--- src/verilog/vrm_pkg.sv ---
/*
 * vrm_pkg: constants and carriers for the raster memory cycle control.
 * assumes a 32-bit apb register bus, one word per register.
 */
`default_nettype none
package vrm_pkg;
   // ----------------------------------------------------------------
   // register byte offsets
   // ----------------------------------------------------------------
   localparam logic [7:0] OFF_CTRL = 8'h00;
   localparam logic [7:0] OFF_MULT = 8'h04;
   localparam logic [7:0] OFF_STAT = 8'h08;
   localparam logic [7:0] OFF_INDEX = 8'h0C;
   localparam logic [7:0] OFF_SHIFT1 = 8'h10;
   localparam logic [7:0] OFF_CPURD = 8'h14;
   localparam logic [7:0] OFF_BLKMV = 8'h18;
   // ----------------------------------------------------------------
   // field positions
   // ----------------------------------------------------------------
   localparam int CTRL_MODE_LSB = 0;
   localparam int CTRL_MCTL_LSB = 2;
   localparam int CTRL_PLANE_LSB = 5;
   localparam int CTRL_MREQ_BIT = 10;
   localparam int CTRL_HOLDN_BIT = 11;
   localparam int CTRL_MAPW_BIT = 12;
   localparam int MULT_X_LSB = 0;
   localparam int MULT_Y_LSB = 8;
   localparam int STAT_IDX_BIT = 0;
   localparam int STAT_SR1_BIT = 1;
   localparam int STAT_NRDY_BIT = 2;
   localparam int STAT_CYC_LSB = 3;
   localparam int STAT_BREQ_BIT = 5;
   // ----------------------------------------------------------------
   // reset values
   // ----------------------------------------------------------------
   localparam logic [12:0] CTRL_RESET = 13'h0800;
   localparam logic [13:0] MULT_RESET = 14'h0000;
   localparam logic [19:0] DATA_RESET = 20'h0_0000;
   // ----------------------------------------------------------------
   // types
   // ----------------------------------------------------------------
   typedef enum logic [1:0] {
      CYC_OPERATE = 2'h0,
      CYC_BM_SRC = 2'h1,
      CYC_BM_DST = 2'h2,
      CYC_CPU_READ = 2'h3
   } vrm_cycle_t;

   typedef struct packed {
      vrm_cycle_t cycle_type_bits;
      logic [2:0] mem_ctl_field;
      logic [4:0] plane_latch_addr;
      logic zone_mask_mode;
      logic bus_mem_request_n;
   } vrm_disp_bus_t;

   typedef struct packed {
      logic [4:0] x_mult_data;
      logic [8:0] y_mult_data;
   } vrm_mult_t;
endpackage
`default_nettype wire

--- src/verilog/vrm_cycle_ctl.sv ---
/*
 * vrm_cycle_ctl: vector generator control of raster memory cycles.
 * apb slave on pclk; display bus signals, ram data and strobes are
 * taken as synchronous to pclk.
 */
// Added by the designer: the APB register port and the placing of the registers.
// Functional notes
// - cycle type 0 operate,1 src,2 dst,3 read
// - cycle type bit zero is least significant
// - sequencer mode passes two latch stages
// - three-bit memory control field selects mode
// - plane address selects latch for word
// - block moves reuse plane lines as zone masks
// - memory request reaches bus via latch
// - index write sets pending, consume strobe clears
// - shift register 1 write raises flag
// - not ready asserted while data unaccepted
// - map write disables video bit 3
// - multiplier x and y data delivered latched
// - hold low keeps previous ram data
// - capture strobe latches pixel data on reads
`timescale 1ns/1ps
`default_nettype none
module vrm_cycle_ctl (
   input wire logic pclk,
   input wire logic presetn,
   input wire logic psel,
   input wire logic penable,
   input wire logic pwrite,
   input wire logic [7:0] paddr,
   input wire logic [31:0] pwdata,
   output logic [31:0] prdata,
   output logic pready,
   output logic pslverr,
   input wire logic index_consume_strobe_n,
   input wire logic shift1_consume_strobe_n,
   input wire logic cpu_read_capture_n,
   input wire logic [19:0] ram_data,
   input wire logic video_in_bit3,
   output vrm_pkg::vrm_disp_bus_t disp_bus,
   output vrm_pkg::vrm_mult_t mult_data,
   output logic index_write_pending,
   output logic shift1_write_flag,
   output logic generator_not_ready,
   output logic video_out_bit3,
   output logic [19:0] block_move_data,
   output logic [19:0] cpu_read_data
);
   // ----------------------------------------------------------------
   // apb decode
   // ----------------------------------------------------------------
   logic [12:0] ctrl;
   logic [13:0] mult;
   logic [7:0] index_word;
   logic [15:0] shift1_word;
   logic [1:0] mode_stage1;
   logic [1:0] mode_stage2;
   logic req_latch_n;
   logic wr;
   logic rd;
   logic mapped;
   logic [1:0] seq_mode_outputs;
   logic vector_mem_request;
   logic hold_n;
   logic map_write;

   assign wr = psel && penable && pwrite;
   assign rd = psel && penable && !pwrite;
   assign pready = 1'b1;
   assign seq_mode_outputs = ctrl[vrm_pkg::CTRL_MODE_LSB +: 2];
   assign vector_mem_request = ctrl[vrm_pkg::CTRL_MREQ_BIT];
   assign hold_n = ctrl[vrm_pkg::CTRL_HOLDN_BIT];
   assign map_write = ctrl[vrm_pkg::CTRL_MAPW_BIT];

   always_comb begin
      case (paddr)
         vrm_pkg::OFF_CTRL, vrm_pkg::OFF_MULT, vrm_pkg::OFF_STAT,
         vrm_pkg::OFF_INDEX, vrm_pkg::OFF_SHIFT1, vrm_pkg::OFF_CPURD,
         vrm_pkg::OFF_BLKMV: mapped = 1'b1;
         default: mapped = 1'b0;
      endcase
   end

   // unmapped addresses answer with an error and leave state alone
   assign pslverr = psel && penable && !mapped;

   // ----------------------------------------------------------------
   // control and multiplier registers
   // ----------------------------------------------------------------
   always_ff @(posedge pclk or negedge presetn) begin
      if (!presetn) begin
         ctrl <= vrm_pkg::CTRL_RESET;
      end else if (wr && paddr == vrm_pkg::OFF_CTRL) begin
         ctrl <= pwdata[12:0];
      end
   end

   always_ff @(posedge pclk or negedge presetn) begin
      if (!presetn) begin
         mult <= vrm_pkg::MULT_RESET;
      end else if (wr && paddr == vrm_pkg::OFF_MULT) begin
         mult[4:0] <= pwdata[vrm_pkg::MULT_X_LSB +: 5];
         mult[13:5] <= pwdata[vrm_pkg::MULT_Y_LSB +: 9];
      end
   end

   // multiplier data leaves straight from its holding flops
   assign mult_data = {mult[4:0], mult[13:5]};

   // ----------------------------------------------------------------
   // host data words and their pending flags
   // ----------------------------------------------------------------
   always_ff @(posedge pclk or negedge presetn) begin
      if (!presetn) begin
         index_word <= 8'h00;
      end else if (wr && paddr == vrm_pkg::OFF_INDEX) begin
         index_word <= pwdata[7:0];
      end
   end

   always_ff @(posedge pclk or negedge presetn) begin
      if (!presetn) begin
         shift1_word <= 16'h0000;
      end else if (wr && paddr == vrm_pkg::OFF_SHIFT1) begin
         shift1_word <= pwdata[15:0];
      end
   end

   // a write landing with the consume strobe keeps the flag set
   always_ff @(posedge pclk or negedge presetn) begin
      if (!presetn) begin
         index_write_pending <= 1'b0;
      end else if (wr && paddr == vrm_pkg::OFF_INDEX) begin
         index_write_pending <= 1'b1;
      end else if (!index_consume_strobe_n) begin
         index_write_pending <= 1'b0;
      end
   end

   always_ff @(posedge pclk or negedge presetn) begin
      if (!presetn) begin
         shift1_write_flag <= 1'b0;
      end else if (wr && paddr == vrm_pkg::OFF_SHIFT1) begin
         shift1_write_flag <= 1'b1;
      end else if (!shift1_consume_strobe_n) begin
         shift1_write_flag <= 1'b0;
      end
   end

   // busy while either word still waits for the state controller
   assign generator_not_ready =
      index_write_pending || shift1_write_flag;

   // ----------------------------------------------------------------
   // display bus pipeline
   // ----------------------------------------------------------------
   always_ff @(posedge pclk or negedge presetn) begin
      if (!presetn) begin
         mode_stage1 <= 2'h0;
      end else begin
         mode_stage1 <= seq_mode_outputs;
      end
   end

   always_ff @(posedge pclk or negedge presetn) begin
      if (!presetn) begin
         mode_stage2 <= 2'h0;
      end else begin
         mode_stage2 <= mode_stage1;
      end
   end

   always_ff @(posedge pclk or negedge presetn) begin
      if (!presetn) begin
         req_latch_n <= 1'b1;
      end else begin
         req_latch_n <= !vector_mem_request;
      end
   end

   // bit zero of the mode carries the least significant weight
   always_comb begin
      disp_bus.cycle_type_bits = vrm_pkg::vrm_cycle_t'(mode_stage2);
      disp_bus.mem_ctl_field = ctrl[vrm_pkg::CTRL_MCTL_LSB +: 3];
      disp_bus.plane_latch_addr =
         ctrl[vrm_pkg::CTRL_PLANE_LSB +: 5];
      // during block moves the plane lines mean zone masks
      disp_bus.zone_mask_mode =
         (mode_stage2 == vrm_pkg::CYC_BM_SRC) ||
         (mode_stage2 == vrm_pkg::CYC_BM_DST);
      disp_bus.bus_mem_request_n = req_latch_n;
   end

   // ----------------------------------------------------------------
   // raster data latches and video masking
   // ----------------------------------------------------------------
   always_ff @(posedge pclk or negedge presetn) begin
      if (!presetn) begin
         block_move_data <= vrm_pkg::DATA_RESET;
      end else if (hold_n) begin
         block_move_data <= ram_data;
      end
   end

   always_ff @(posedge pclk or negedge presetn) begin
      if (!presetn) begin
         cpu_read_data <= vrm_pkg::DATA_RESET;
      end else if (!cpu_read_capture_n &&
                   mode_stage2 == vrm_pkg::CYC_CPU_READ) begin
         cpu_read_data <= ram_data;
      end
   end

   always_ff @(posedge pclk or negedge presetn) begin
      if (!presetn) begin
         video_out_bit3 <= 1'b0;
      end else begin
         video_out_bit3 <= video_in_bit3 && !map_write;
      end
   end

   // ----------------------------------------------------------------
   // read data
   // ----------------------------------------------------------------
   always_ff @(posedge pclk or negedge presetn) begin
      if (!presetn) begin
         prdata <= 32'h0000_0000;
      end else if (psel && !penable && !pwrite) begin
         prdata <= 32'h0000_0000;
         case (paddr)
            vrm_pkg::OFF_CTRL: prdata[12:0] <= ctrl;
            vrm_pkg::OFF_MULT: begin
               prdata[vrm_pkg::MULT_X_LSB +: 5] <= mult[4:0];
               prdata[vrm_pkg::MULT_Y_LSB +: 9] <= mult[13:5];
            end
            vrm_pkg::OFF_STAT: begin
               prdata[vrm_pkg::STAT_IDX_BIT] <= index_write_pending;
               prdata[vrm_pkg::STAT_SR1_BIT] <= shift1_write_flag;
               prdata[vrm_pkg::STAT_NRDY_BIT] <= generator_not_ready;
               prdata[vrm_pkg::STAT_CYC_LSB +: 2] <= mode_stage2;
               prdata[vrm_pkg::STAT_BREQ_BIT] <= !req_latch_n;
            end
            vrm_pkg::OFF_INDEX: prdata[7:0] <= index_word;
            vrm_pkg::OFF_SHIFT1: prdata[15:0] <= shift1_word;
            vrm_pkg::OFF_CPURD: prdata[19:0] <= cpu_read_data;
            vrm_pkg::OFF_BLKMV: prdata[19:0] <= block_move_data;
            default: prdata <= 32'h0000_0000;
         endcase
      end
   end

   // ----------------------------------------------------------------
   // assertions
   // ----------------------------------------------------------------
   property p_mode_two_stage;
      @(posedge pclk) disable iff (!presetn)
      ##2 (disp_bus.cycle_type_bits == $past(seq_mode_outputs, 2));
   endproperty
   a_mode_two_stage: assert property (p_mode_two_stage)
      else $error("cycle type not two stages behind sequencer");

   property p_cycle_encoding;
      @(posedge pclk) disable iff (!presetn)
      ($past(seq_mode_outputs, 2) == 2'h1) |->
         disp_bus.cycle_type_bits == vrm_pkg::CYC_BM_SRC &&
         disp_bus.zone_mask_mode;
   endproperty
   a_cycle_encoding: assert property (p_cycle_encoding)
      else $error("source block move encoding wrong");

   property p_lsb_order;
      @(posedge pclk) disable iff (!presetn)
      (seq_mode_outputs == 2'h2) ##1 1'b1 ##1 1'b1 |->
         disp_bus.cycle_type_bits == vrm_pkg::CYC_BM_DST;
   endproperty
   a_lsb_order: assert property (p_lsb_order)
      else $error("mode bit order swapped");

   property p_req_latched;
      @(posedge pclk) disable iff (!presetn)
      $rose(vector_mem_request) |-> disp_bus.bus_mem_request_n
         ##1 !disp_bus.bus_mem_request_n;
   endproperty
   a_req_latched: assert property (p_req_latched)
      else $error("bus request not one latch behind");

   property p_index_set;
      @(posedge pclk) disable iff (!presetn)
      (wr && paddr == vrm_pkg::OFF_INDEX) |=> index_write_pending
         && generator_not_ready;
   endproperty
   a_index_set: assert property (p_index_set)
      else $error("index write did not set pending");

   property p_index_clear;
      @(posedge pclk) disable iff (!presetn)
      (!index_consume_strobe_n && !(wr && paddr == vrm_pkg::OFF_INDEX))
         |=> !index_write_pending;
   endproperty
   a_index_clear: assert property (p_index_clear)
      else $error("consume strobe did not clear pending");

   property p_shift1_set;
      @(posedge pclk) disable iff (!presetn)
      (wr && paddr == vrm_pkg::OFF_SHIFT1) |=> shift1_write_flag;
   endproperty
   a_shift1_set: assert property (p_shift1_set)
      else $error("shift register 1 flag not raised");

   property p_not_ready;
      @(posedge pclk) disable iff (!presetn)
      !generator_not_ready |-> !index_write_pending && !shift1_write_flag;
   endproperty
   a_not_ready: assert property (p_not_ready)
      else $error("ready while data still pending");

   property p_video_mask;
      @(posedge pclk) disable iff (!presetn)
      map_write |=> !video_out_bit3;
   endproperty
   a_video_mask: assert property (p_video_mask)
      else $error("video bit 3 active during map write");

   property p_hold;
      @(posedge pclk) disable iff (!presetn)
      !hold_n |=> $stable(block_move_data);
   endproperty
   a_hold: assert property (p_hold)
      else $error("block move latch changed while held");

   property p_capture;
      @(posedge pclk) disable iff (!presetn)
      (!cpu_read_capture_n && mode_stage2 == vrm_pkg::CYC_CPU_READ)
         |=> cpu_read_data == $past(ram_data);
   endproperty
   a_capture: assert property (p_capture)
      else $error("processor read latch missed data");

   property p_mult;
      @(posedge pclk) disable iff (!presetn)
      (wr && paddr == vrm_pkg::OFF_MULT) |=>
         mult_data.x_mult_data == $past(pwdata[4:0]);
   endproperty
   a_mult: assert property (p_mult)
      else $error("x multiplier data not latched");

   c_cpu_read: cover property (@(posedge pclk) disable iff (!presetn)
      mode_stage2 == vrm_pkg::CYC_CPU_READ && !cpu_read_capture_n);
   c_index_cycle: cover property (@(posedge pclk) disable iff (!presetn)
      index_write_pending ##[1:20] !index_write_pending);
   c_block_dst: cover property (@(posedge pclk) disable iff (!presetn)
      mode_stage2 == vrm_pkg::CYC_BM_DST && !hold_n);
   c_map_write: cover property (@(posedge pclk) disable iff (!presetn)
      map_write && video_in_bit3);
endmodule
`default_nettype wire

--- config.mk ---
export PLATFORM = sky130hd
export DESIGN_NAME = vrm_cycle_ctl
export DESIGN_NICKNAME = d
export VERILOG_FILES = /design/src/verilog/vrm_pkg.sv /design/src/verilog/vrm_cycle_ctl.sv
export SDC_FILE = /design/constraint.sdc
export NUM_CORES = 1
export LEC_CHECK = 0
export ABC_AREA = 1
export BUFFER_PORTS_ARGS = -buffer_cell sky130_fd_sc_hd__buf_2
export CAP_MARGIN = 20
export CORE_ASPECT_RATIO = 0.7
export CORE_MARGIN = 2
export CORE_UTILIZATION = 40
export CTS_CLUSTER_DIAMETER = 80
export DETAILED_ROUTE_END_ITERATION = 8
export GPL_TIMING_DRIVEN = 0
export MAX_ROUTING_LAYER = met4
export PLACE_DENSITY = 0.75
export SLEW_MARGIN = 40
export SYNTH_ARGS = -nofsm -noshare
export SYNTH_HDL_FRONTEND = slang
export SYNTH_SLANG_ARGS = --single-unit
export TNS_END_PERCENT = 20
--- constraint.sdc ---
create_clock -name pclk -period 1.8 [get_ports pclk]
set_input_delay 0.36 -clock pclk [delete_from_list [all_inputs] [get_ports pclk]]
set_output_delay 0.36 -clock pclk [all_outputs]
set_load 0.01 [all_outputs]
# Word-level counts from Yosys, hierarchy flattened
# Cells that the tools add are included.
# classes
mux,12
n_reduce_logical,22
n_eq_ne,11
# op_table
operator,n
$pmux W5 S7,1
$pmux W5 S5,1
$eq A8 B5 Y1 const B,3
$eq A8 B4 Y1 const B,2
$pmux W3 S4,1
$logic_and A1 B1 Y1,11
$pmux W2 S5,1
$eq A8 B3 Y1 const B,1
$logic_not A8 Y1,1
$logic_not A1 Y1,7
$reduce_or A7 Y1,1
$pmux W1 S6,1
$pmux W3 S2,1
$mux W1,5
$eq A2 B2 Y1 const B,2
$ne A2 B1 Y1 const B,2
$pmux W1 S3,1
$eq A2 B1 Y1 const B,1
$logic_or A1 B1 Y1,2
# totals
wordCells,58
register_bits,119
out_inout_bits,104
in_bits,69

# Logic depth before layout (Yosys ltp)
# Gate-level depths: netlist (run 1).
# logic_depth
ltp_word,5
ltp_mapped,10
ltp_nobuf,9

# Least setup slack after synthesis (run 1)
# OpenSTA, ideal clock, no wires.
# synth_timing
kind,in2out
from,input paddr[6]
to,output pslverr
path_stages,6
n_path_buf,0
arrival_time_ns,1.169
path_slack_ns,0.271
required_time_ns,1.440
path_cell_list,inv_1 > nand2_1 > nor2_8 > nand2_1 > o211ai_1 > nor3_1
# synth_between
elab_chain_len,5
elab_cells_between_ends,11
cone_classes,eq/ne (6); mux (1); reduce/logical (4)
# synth_rtl
item,line,text
"start, declared",vrm_cycle_ctl.sv:30,"input wire logic [7:0] paddr,"
"$eq A8 B3 Y1, or another cell as far along",vrm_cycle_ctl.sv:76,case (paddr)
$reduce_or A7 Y1 *,vrm_cycle_ctl.sv:76,
$mux W1 *,vrm_cycle_ctl.sv:76,
$logic_not A1 Y1 *,vrm_cycle_ctl.sv:85,assign pslverr = psel && penable && !mapped;
$logic_and A1 B1 Y1 *,vrm_cycle_ctl.sv:85,
"end, declared",vrm_cycle_ctl.sv:34,"output logic pslverr,"
# Mark *: on every way between the ends. The rest lies on a longest branch, timed or not.

# Worst setup path in the final report (run 1)
# layout_timing
from,input paddr[5]
to,output pslverr
# Same word-level chain as after synthesis.

==> flow_metrics.py, run 1 <==
metrics = {
    "timing": {
        "finalCriticalPeriod_ps": 1740,
        "slew_viol_final": 0,
        "hold_violations": 0,
        "min_period_over_period_pct": 96.5,
        "fmax_mhz": 576,
        "skew_ps": 4.92,
        "rsz0062_at_grt": "no",
        "holdWs_ps": 143,
        "setup_viol": 0,
        "relSlewSlack_pct": 62.9,
        "tightest_slew_ps": 557,
    },
    "floorplanning": {
        "start_util_pct": 40.8,
        "die_w_um": 146,
        "die_h_um": 104,
        "core_um2": 13900,
        "die-area_um2": 15100,
        "io_pins": 173,
        "core.rowCount": 36,
    },
    "synthesis": {
        "ys_top_cells_by_area": "dfrtp_1 52%, nand2_1 9.9%, nand3_1 5.5%",
        "synth_top_area_share_pct": 51.7,
        "synth_compound_area_share_pct": 9.77,
        "synthMuxAreaShare_pct": 5.17,
        "synthCells": 621,
        "synth_area_um2": 5660,
        "synth.distinct_cells": 30,
        "yosysMostFrequentCell": "nand2_1",
        "syn_area_per_cell_um2": 9.12,
        "synth-xor-area-share_pct": 0,
        "async_flop_share_pct": 100,
        "ys_seq_area_share_pct": 52.7,
        "synth-edff-count": 0,
        "synthAdderAreaFrac_pct": 0.221,
        "synth_top_family_by_area": "simple AND/OR/NAND/NOR gates",
        "synth_warnings": 0,
        "synth_ff_type": "dfrtp_1",
        "ys_ff_latch": 119,
        "synth_top_cell_by_area": "dfrtp_1",
        "synth-simple-area-share_pct": 22.2,
        "yosys-top-cells-count": "150 x nand2_1, 117 x dfrtp_1, 62 x nand3_1",
    },
    "worst_setup_path": {
        "r2r_cells": 4,
        "cp-start-kind": "primary input",
        "r2r_start": "mode_stage2[0]$_DFF_PN0_",
        "worstPathArrival_ps": 1380,
        "r2r_slack_ps": 210,
        "worstPathRequired_ps": 1440,
        "timing.rr.end": "cpu_read_data[10]$_DFFE_PN0P_",
        "path_class": "in -> out",
        "worstPathMaxFanout": 10,
        "cp-end-kind": "primary output",
    },
    "global_route": {
        "grt_pass1_wl_um": 27300,
        "grt_pass1_vias": 4966,
        "grt_usage_pct": 24.1,
        "grt_overflow": 0,
        "grt_max_degree": 76,
        "antenna_found_initial": 0,
    },
    "cts": {
        "htreeDepth": 4,
        "clk_latency_ps": 420,
        "root_buffer": "clkbuf_16",
        "cts_tree": "built",
        "cts_buffers": 17,
        "clock_path_buffers": 2,
        "clkSinkCount": 119,
        "clk_pin_slew_ps": 50,
    },
    "worst_hold_path": {
        "min_path_cells": 3,
        "holdCritStartpoint": "video_in_bit3",
        "hold_path_end": "video_out_bit3$_DFF_PN0_",
        "hp-class": "in -> reg",
    },
    "power_and_ir_drop": {
        "power.total_mw": 7.29,
        "p_leak_nw": 4.22,
        "power_density_nw_per_um2": 967,
        "peakVddDrop_mv": 0.667,
    },
    "route": {
        "dr.pass1.iters": 5,
        "route.detailed.drc": 0,
        "drt-initial-drc-count": 377,
        "routed_wl_um": 17300,
        "routed_via_density": 4.97,
        "vias": 5064,
        "ant_nets": 0,
        "wl_per_cell_um": 17.0,
    },
    "place": {
        "gp_congestion": 0.868,
        "numPortBuffers": 144,
        "hpwl_um": 12100,
    },
    "final_layout": {
        "drive_gt1_share_pct": 38.1,
        "areaGrowthSynthToFinish_pct": 33.2,
        "n_antenna_cell": 0,
        "nets": 886,
    },
    "run": {
        "maxCapViolCount": 0,
    },
    "run_status": {
        "outcome": "completed",
    },
}
-- worst max-delay path, cell delays in order --
cell and delay (ps):
buf_2 110, nor2_2 140, nand2_4 140, inv_4 140, nand2_1 170, nand3_2 130
nor3_2 40, buf_2 150
-- how the worst max path moves through the flow --
| stage | from | end | slack [ps] | cells past startpoint |
|---|---|---|---|---|
| finish | paddr[5] | pslverr | 60 | 8 |
| global route | paddr[5] | pslverr | 20 | 8 |
| CTS | mode_stage2[0]$_DFF_PN0_ | cpu_read_data[5]$_DFFE_PN0P_ | 10 | 4 |
| detailed placement | paddr[1] | pslverr | -100 | 8 |
| global placement | presetn | cpu_read_data[9]$_DFFE_PN0P_ | -1130 | 1 |
| floorplan | paddr[6] | pslverr | 270 | 6 |
-- state kept, by name, summed over array words and instances, names as in the netlist --
name                 cells
req_latch_n              1
shift1_word             16
video_out_bit3           1
block_move_data         20
shift1_write_flag        1
index_word               8
ctrl                    13
prdata                  20
mode_stage1              2
mult                    14
index_write_pending      1
cpu_read_data           20
mode_stage2              2
-- cell usage in the layout, fill, tap and decap left out, drive strengths merged --
| cell type | instances |
|---|---|
| o21ai | 71 |
| a21oi | 20 |
| buf | 207 |
| clkbuf | 28 |
| o22ai | 3 |
| nor2 | 56 |
| dfstp | 2 |
| nor3 | 2 |
| mux2 | 26 |
| o211ai | 1 |
| dfrtp | 117 |
| inv | 48 |
| bufinv | 4 |
| nand3 | 63 |
| dlygate4sd3 | 1 |
| conb | 13 |
| clkinv | 6 |
| nand2 | 160 |
| ha | 1 |
-- report_power, final --
group | switching (mW) | total (mW) | internal [mW]
Combinational | 0.418 | 0.704 | 0.286
Clock | 1.20 | 3.65 | 2.45
Sequential | 0.105 | 2.94 | 2.83
Total | 1.72 | 7.29 | 5.57
-- layer usage --
layer	vias to the layer above	part of all wire [%]	GRT usage (%)
met5	-	0	-
met4	0	1.4	6.80
met3	24	8.6	6.39
met2	241	44	35.4
met1	2422	46	33.1
li1	2377	-	-
-- kinds of logic (layout without fill, tap and decap cells) --
family                   count (synthesis)  count (layout)
AO/OA/AOI/OAI                           95              95
adder cells (fa/ha/maj)                  1               1
buffers and inverters                   97             294
flip-flops                             119             119
multiplexers                            26              26
other                                    2              13
AND/OR/NAND/NOR                        281             281
-- metrics by stage --
step / instance area, um^2 / utilization, % / TNS, ps / worst slack (ps) / instances
final: 7540 / 54.3 / 0 / 63.0 / 1019
after global routing: 7540 / 54.3 / 0 / 19.2 / 1019
after CTS: 7420 / 53.5 / 0 / 12.9 / 1006
after detailed placement: 6700 / 48.3 / -103 / -103 / 967
after global placement: 6660 / 48.0 / -131700 / -1130 / 966
after floorplan: 5700 / - / 0 / 271 / 632
-- what timing repair did --
| action | 4_1_cts | 5_1_grt |
|---|---|---|
| resized for setup | 9 | 6 |
| setup endpoints to repair | 1 | 11 |
| endpoints found under the hold margin | 44 | 0 |
| hold buffers | 1 | 0 |
| setup buffers | 6 | 13 |
| pin swaps | 5 | 5 |
-- area by class of cell --
type	count	area (um^2)
Multi-Input combinational cell	416	2200
Buffer	48	377
Sequential cell	119	2980
Inverter	49	191
Tap cell	190	238
Clock buffer	23	488
Clock inverter	9	145
Fill cell	1288	6340
Timing Repair Buffer	165	913
Power figures use the tool's default switching activity.
==> inputs of run 2 (changes only) <==
--- a/config.mk
+++ b/config.mk
@@ -16,6 +16,7 @@
 export GPL_TIMING_DRIVEN = 0
 export MAX_ROUTING_LAYER = met4
 export PLACE_DENSITY = 0.75
+export RECOVER_POWER = 25
 export SLEW_MARGIN = 40
 export SYNTH_ARGS = -nofsm -noshare
 export SYNTH_HDL_FRONTEND = slang
==> flow_metrics.py, run 2 (synthesis gave the netlist of run 1 again) <==
metrics = {
    "run_status": {
        "outcome": "completed",
    },
    "worst_hold_path": {
        "hp-class": "in -> reg",
        "min_path_cells": 3,
        "hold_path_end": "video_out_bit3$_DFF_PN0_",
        "holdCritStartpoint": "video_in_bit3",
    },
    "timing": {
        "relSlewSlack_pct": 55.5,
        "finalCriticalPeriod_ps": 1720,
        "fmax_mhz": 581,
        "skew_ps": 5.55,
        "setup_viol": 0,
        "holdWs_ps": 142,
        "finalSetupTns_ps": 0,
        "slew_viol_final": 0,
        "hold_violations": 0,
        "min_period_over_period_pct": 95.5,
        "tightest_slew_ps": 667,
        "rsz0062_at_grt": "no",
    },
    "final_layout": {
        "drive_gt1_share_pct": 36.4,
        "n_antenna_cell": 0,
        "nets": 886,
        "layout_commonest_cell": "nand2_1",
        "final_cell_mix": "150 x nand2_1, 149 x buf_2, 117 x dfrtp_1",
        "reg.largest.list": "block_move_data x20, cpu_read_data x20, prdata x20",
        "areaGrowthSynthToFinish_pct": 31.7,
        "final_util_pct": 53.7,
        "layout.cells.non_filler": 1019,
    },
    "place": {
        "numPortBuffers": 144,
        "gp_congestion": 0.868,
        "dp_cells": 967,
        "hpwl_um": 12100,
    },
    "power_and_ir_drop": {
        "power.total_mw": 7.29,
        "peakVddDrop_mv": 0.668,
        "p_leak_nw": 4.16,
        "power_density_nw_per_um2": 978,
    },
    "worst_setup_path": {
        "cp-end-kind": "primary output",
        "worstPathMaxFanout": 10,
        "path_class": "in -> out",
        "r2r_slack_ps": 200,
        "timing.rr.end": "cpu_read_data[10]$_DFFE_PN0P_",
        "worstPathArrival_ps": 1360,
        "r2r_cells": 4,
        "cp-start-kind": "primary input",
        "r2r_start": "mode_stage2[0]$_DFF_PN0_",
        "worstPathRequired_ps": 1440,
    },
    "route": {
        "wl_per_cell_um": 16.9,
        "drt-initial-drc-count": 416,
        "vias": 5076,
        "routed_via_density": 4.98,
        "dr.pass1.iters": 5,
        "ant_nets": 0,
        "route.detailed.drc": 0,
        "routed_wl_um": 17200,
    },
    "cts": {
        "root_buffer": "clkbuf_16",
        "cts_buffers": 17,
        "clk_pin_slew_ps": 50,
        "clkSinkCount": 119,
        "cts_tree": "built",
        "clk_latency_ps": 420,
        "htreeDepth": 4,
        "clock_path_buffers": 2,
    },
    "global_route": {
        "grt_pass1_vias": 4966,
        "antenna_found_initial": 0,
        "grt_usage_pct": 24.1,
        "grt_max_degree": 76,
        "grt_pass1_wl_um": 27300,
        "grt_overflow": 0,
    },
    "floorplanning": {
        "io_pins": 173,
        "core.rowCount": 36,
        "core_um2": 13900,
        "die-area_um2": 15100,
        "start_util_pct": 40.8,
        "die_w_um": 146,
        "die_h_um": 104,
    },
    "run": {
        "maxCapViolCount": 0,
    },
}
[run 2: worst max path at each step]
stage	startpoint	endpoint	slack, ps
2_1_floorplan	paddr[6]	pslverr	270
3_3_place_gp	presetn	cpu_read_data[9]$_DFFE_PN0P_	-1130
3_5_place_dp	paddr[1]	pslverr	-100
4_1_cts	mode_stage2[0]$_DFF_PN0_	cpu_read_data[5]$_DFFE_PN0P_	10
5_1_grt	paddr[1]	pslverr	30
6_report	paddr[5]	pslverr	80
[run 2: worst max-delay path, cell delays in order]
cell and delay (ps):
buf_2 110, nor2_2 140, nand2_4 130, inv_4 130
nand2_1 160, nand3_2 130, nor3_2 40, buf_2 150
[run 2: area by class of cell]
| class | count | area [um^2] |
|---|---|---|
| Multi-Input combinational cell | 416 | 2160 |
| Sequential cell | 119 | 2980 |
| Timing Repair Buffer | 165 | 910 |
| Tap cell | 190 | 238 |
| Inverter | 49 | 191 |
| Clock buffer | 23 | 488 |
| Buffer | 48 | 343 |
| Fill cell | 1309 | 6420 |
| Clock inverter | 9 | 145 |
[run 2: metrics by stage]
| step | worst slack (ps) | cell area (um^2) |
|---|---|---|
| 2_1_floorplan | 271 | 5700 |
| 3_3_place_gp | -1130 | 6660 |
| 3_5_place_dp | -103 | 6700 |
| 4_1_cts | 12.9 | 7420 |
| 5_1_grt | 25.8 | 7450 |
| 6_report | 80.3 | 7450 |
[run 2: where the power goes]
group          switching, mW  internal (mW)
sequential             0.104           2.83
clock                   1.20           2.45
combinational          0.413          0.285
[run 2: per-layer routing]
| metal | track usage [%] | vias up | part of all wire (%) |
|---|---|---|---|
| li1 | - | 2378 | - |
| met4 | 6.80 | 0 | 1.4 |
| met1 | 33.1 | 2438 | 46 |
| met5 | - | - | 0 |
| met3 | 6.39 | 22 | 8.2 |
| met2 | 35.4 | 238 | 45 |
[run 2: repair_timing]
action                                 CTS  global route
hold buffers                             1             0
setup endpoints to repair                1            11
gates resized for setup                  9             6
setup buffers                            6            13
pin swaps                                5             5
endpoints found under the hold margin   44             0
==> inputs of run 3 (changes only) <==
--- a/config.mk
+++ b/config.mk
@@ -5,7 +5,7 @@
 export SDC_FILE = /design/constraint.sdc
 export NUM_CORES = 1
 export LEC_CHECK = 0
-export ABC_AREA = 1
+export ABC_AREA = 0
 export BUFFER_PORTS_ARGS = -buffer_cell sky130_fd_sc_hd__buf_2
 export CAP_MARGIN = 20
 export CORE_ASPECT_RATIO = 0.7
@@ -16,7 +16,6 @@
 export GPL_TIMING_DRIVEN = 0
 export MAX_ROUTING_LAYER = met4
 export PLACE_DENSITY = 0.75
-export RECOVER_POWER = 25
 export SLEW_MARGIN = 40
 export SYNTH_ARGS = -nofsm -noshare
 export SYNTH_HDL_FRONTEND = slang
==> flow_metrics.py, run 3 <==
metrics = {
    "timing": {
        "finalCriticalPeriod_ps": 1840,
        "rsz0062_at_grt": "yes",
        "hold_violations": 0,
        "skew_ps": 7.66,
        "fin_ws_ps": -36.3,
        "setup_viol": 1,
        "tightest_slew_ps": 748,
        "fmax_mhz": 545,
        "relSlewSlack_pct": 49.5,
        "min_period_over_period_pct": 102,
        "slew_viol_final": 0,
    },
    "worst_hold_path": {
        "hold_path_end": "index_write_pending$_DFFE_PN0P_",
        "min_path_cells": 3,
        "holdCritStartpoint": "index_consume_strobe_n",
        "hp-class": "in -> reg",
    },
    "place": {
        "gp_congestion": 0.917,
        "hpwl_um": 12100,
        "dp_slack_ps": -872,
        "dp_cells": 775,
        "numPortBuffers": 144,
    },
    "synthesis": {
        "synth-edff-count": 0,
        "synth.distinct_cells": 47,
        "async_flop_share_pct": 100,
        "ys_top_cells_by_area": "dfrtp_1 53%, mux2_2 20%, buf_4 3.0%",
        "synth_ff_type": "dfrtp_1",
        "syn_area_per_cell_um2": 12.6,
        "synthCells": 434,
        "synth_top_cell_by_area": "dfrtp_1",
        "yosys-top-cells-count": "117 x dfrtp_1, 97 x mux2_2, 23 x nand2_1",
        "ys_seq_area_share_pct": 54.5,
        "ys_ff_latch": 119,
        "synth_area_um2": 5470,
        "synth_top_area_share_pct": 53.5,
        "synth_warnings": 0,
        "yosysMostFrequentCell": "dfrtp_1",
    },
    "worst_setup_path": {
        "worstPathRequired_ps": 1440,
        "r2r_cells": 2,
        "cp-start-kind": "primary input",
        "timing.rr.end": "block_move_data[14]$_DFFE_PN0P_",
        "worstPathMaxFanout": 10,
        "path_class": "in -> out",
        "r2r_slack_ps": 90,
        "worstPathArrival_ps": 1480,
        "r2r_start": "ctrl[11]$_DFFE_PN1P_",
        "cp-end-kind": "primary output",
    },
    "route": {
        "wl_per_cell_um": 20.6,
        "drt-initial-drc-count": 306,
        "routed_wl_um": 16600,
        "vias": 4373,
        "ant_nets": 0,
        "dr.pass1.iters": 5,
        "route.detailed.drc": 0,
        "routed_via_density": 5.41,
    },
    "floorplanning": {
        "die_h_um": 102,
        "core_um2": 13300,
        "die_w_um": 144,
        "core.rowCount": 35,
        "io_pins": 173,
        "die-area_um2": 14600,
        "start_util_pct": 41.2,
    },
    "cts": {
        "cts_tree": "built",
        "clock_path_buffers": 2,
        "clk_pin_slew_ps": 50,
        "root_buffer": "clkbuf_16",
        "htreeDepth": 4,
        "clkSinkCount": 119,
        "cts_buffers": 17,
        "clk_latency_ps": 410,
    },
    "power_and_ir_drop": {
        "pwr-share-seq_pct": 40.3,
        "p_leak_nw": 3.81,
        "peakVddDrop_mv": 0.637,
        "combPwrFrac_pct": 9.1,
        "p_clk_share_pct": 50.5,
        "power_density_nw_per_um2": 986,
        "p_sw_mw": 1.65,
        "intPower_mw": 5.52,
        "switching_share_pct": 23.0,
    },
    "global_route": {
        "grt_max_degree": 69,
        "grt_overflow": 0,
        "grt_usage_pct": 23.9,
        "grt_pass1_vias": 4443,
        "antenna_found_initial": 1,
        "grt_pass1_wl_um": 24900,
    },
    "final_layout": {
        "areaGrowthSynthToFinish_pct": 32.9,
        "layout.cells.non_filler": 809,
        "reg.largest.list": "block_move_data x20, cpu_read_data x20, prdata x20",
        "drive_gt1_share_pct": 53.5,
        "final_cell_mix": "148 x buf_2, 117 x dfrtp_1, 97 x mux2_2",
        "nets": 682,
        "layout_commonest_cell": "buf_2",
        "final_util_pct": 54.8,
    },
    "run_status": {
        "violations": "negative setup slack",
        "outcome": "finished, violations left",
    },
    "run": {
        "maxCapViolCount": 0,
    },
}
-- run 3: cell count changes in the layout (fill, tap and decap cells not counted), sizes merged, moves of 40 or more --
cell and delta:
nand2 -137, mux2 +71, nand3 -56, o21ai -55, inv -45, nor2 -40
-- run 3: metrics by stage --
step,power (mW),setup TNS [ps],hold WS (ps),area (um^2)
after global placement,3.53,-158180,333,6470
after detailed placement,3.57,-46950,301,6510
after floorplan,3.22,-3050,64.4,5510
after CTS,7.18,-173,150,7230
final,7.17,-36.3,155,7270
after global routing,7.39,-122,156,7270
-- run 3: cell families after synthesis --
family          Yosys count  share of synthesized area (%)
compound gates           64                           8.30
fa+ha+maj                 1                          0.229
buf+inv                  49                           5.14
flops                   119                           54.5
mux                     112                           22.9
other cells               2                          0.137
simple gates             87                           8.80
-- run 3: final cells by class --
class | count | area, um^2
inverters | 3 | 11.3
flip-flops and latches | 119 | 2980
fillers | 1129 | 6000
multi-input cells | 277 | 2330
plain buffers | 46 | 302
clock inverters | 9 | 148
clock buffers | 21 | 480
well taps | 185 | 231
repair buffers | 148 | 786
diodes | 1 | 2.50
-- run 3: timing repair --
| action | CTS | global route |
|---|---|---|
| resized for setup | 19 | 19 |
| hold endpoints to repair | 50 | 0 |
| buffers inserted | 2 | 0 |
| pin swaps | 1 | 1 |
| hold buffers | 1 | 0 |
| endpoints found under the setup margin | 78 | 40 |
| gates cloned | 0 | 0 |
-- run 3: metal layers --
metal | GRT usage, % | up-vias | wire length [um]
met4 | 7.39 | 0 | 248
li1 | - | 1926 | -
met5 | - | - | 0
met2 | 35.9 | 242 | 7600
met3 | 6.04 | 28 | 1490
met1 | 32.1 | 2177 | 7290
-- run 3: critical path: stages --
cell      delay, ps
buf_2           170
buf_6           180
and2_1          140
clkbuf_2        200
nand2_1         130
a21oi_2         160
buf_2           140
-- run 3: power by group through the flow --
stage                     logic, mW  registers [mW]  clock network [mW]
final                         0.655            2.89                3.62
after global routing          0.716            2.91                3.77
after CTS                     0.648            2.89                3.64
after detailed placement      0.632            2.94                   0
after global placement        0.603            2.93                   0
after floorplan               0.257            2.96                   0
-- run 3: worst max path at each step --
| stage | cells after the start | from | endpoint |
|---|---|---|---|
| CTS | 6 | paddr[4] | pslverr |
| global placement | 1 | presetn | cpu_read_data[10]$_DFFE_PN0P_ |
| global route | 7 | paddr[2] | pslverr |
| floorplan | 4 | paddr[5] | shift1_word[10]$_DFFE_PN0P_ |
| detailed placement | 6 | paddr[5] | index_word[3]$_DFFE_PN0P_ |
| finish | 7 | paddr[3] | pslverr |
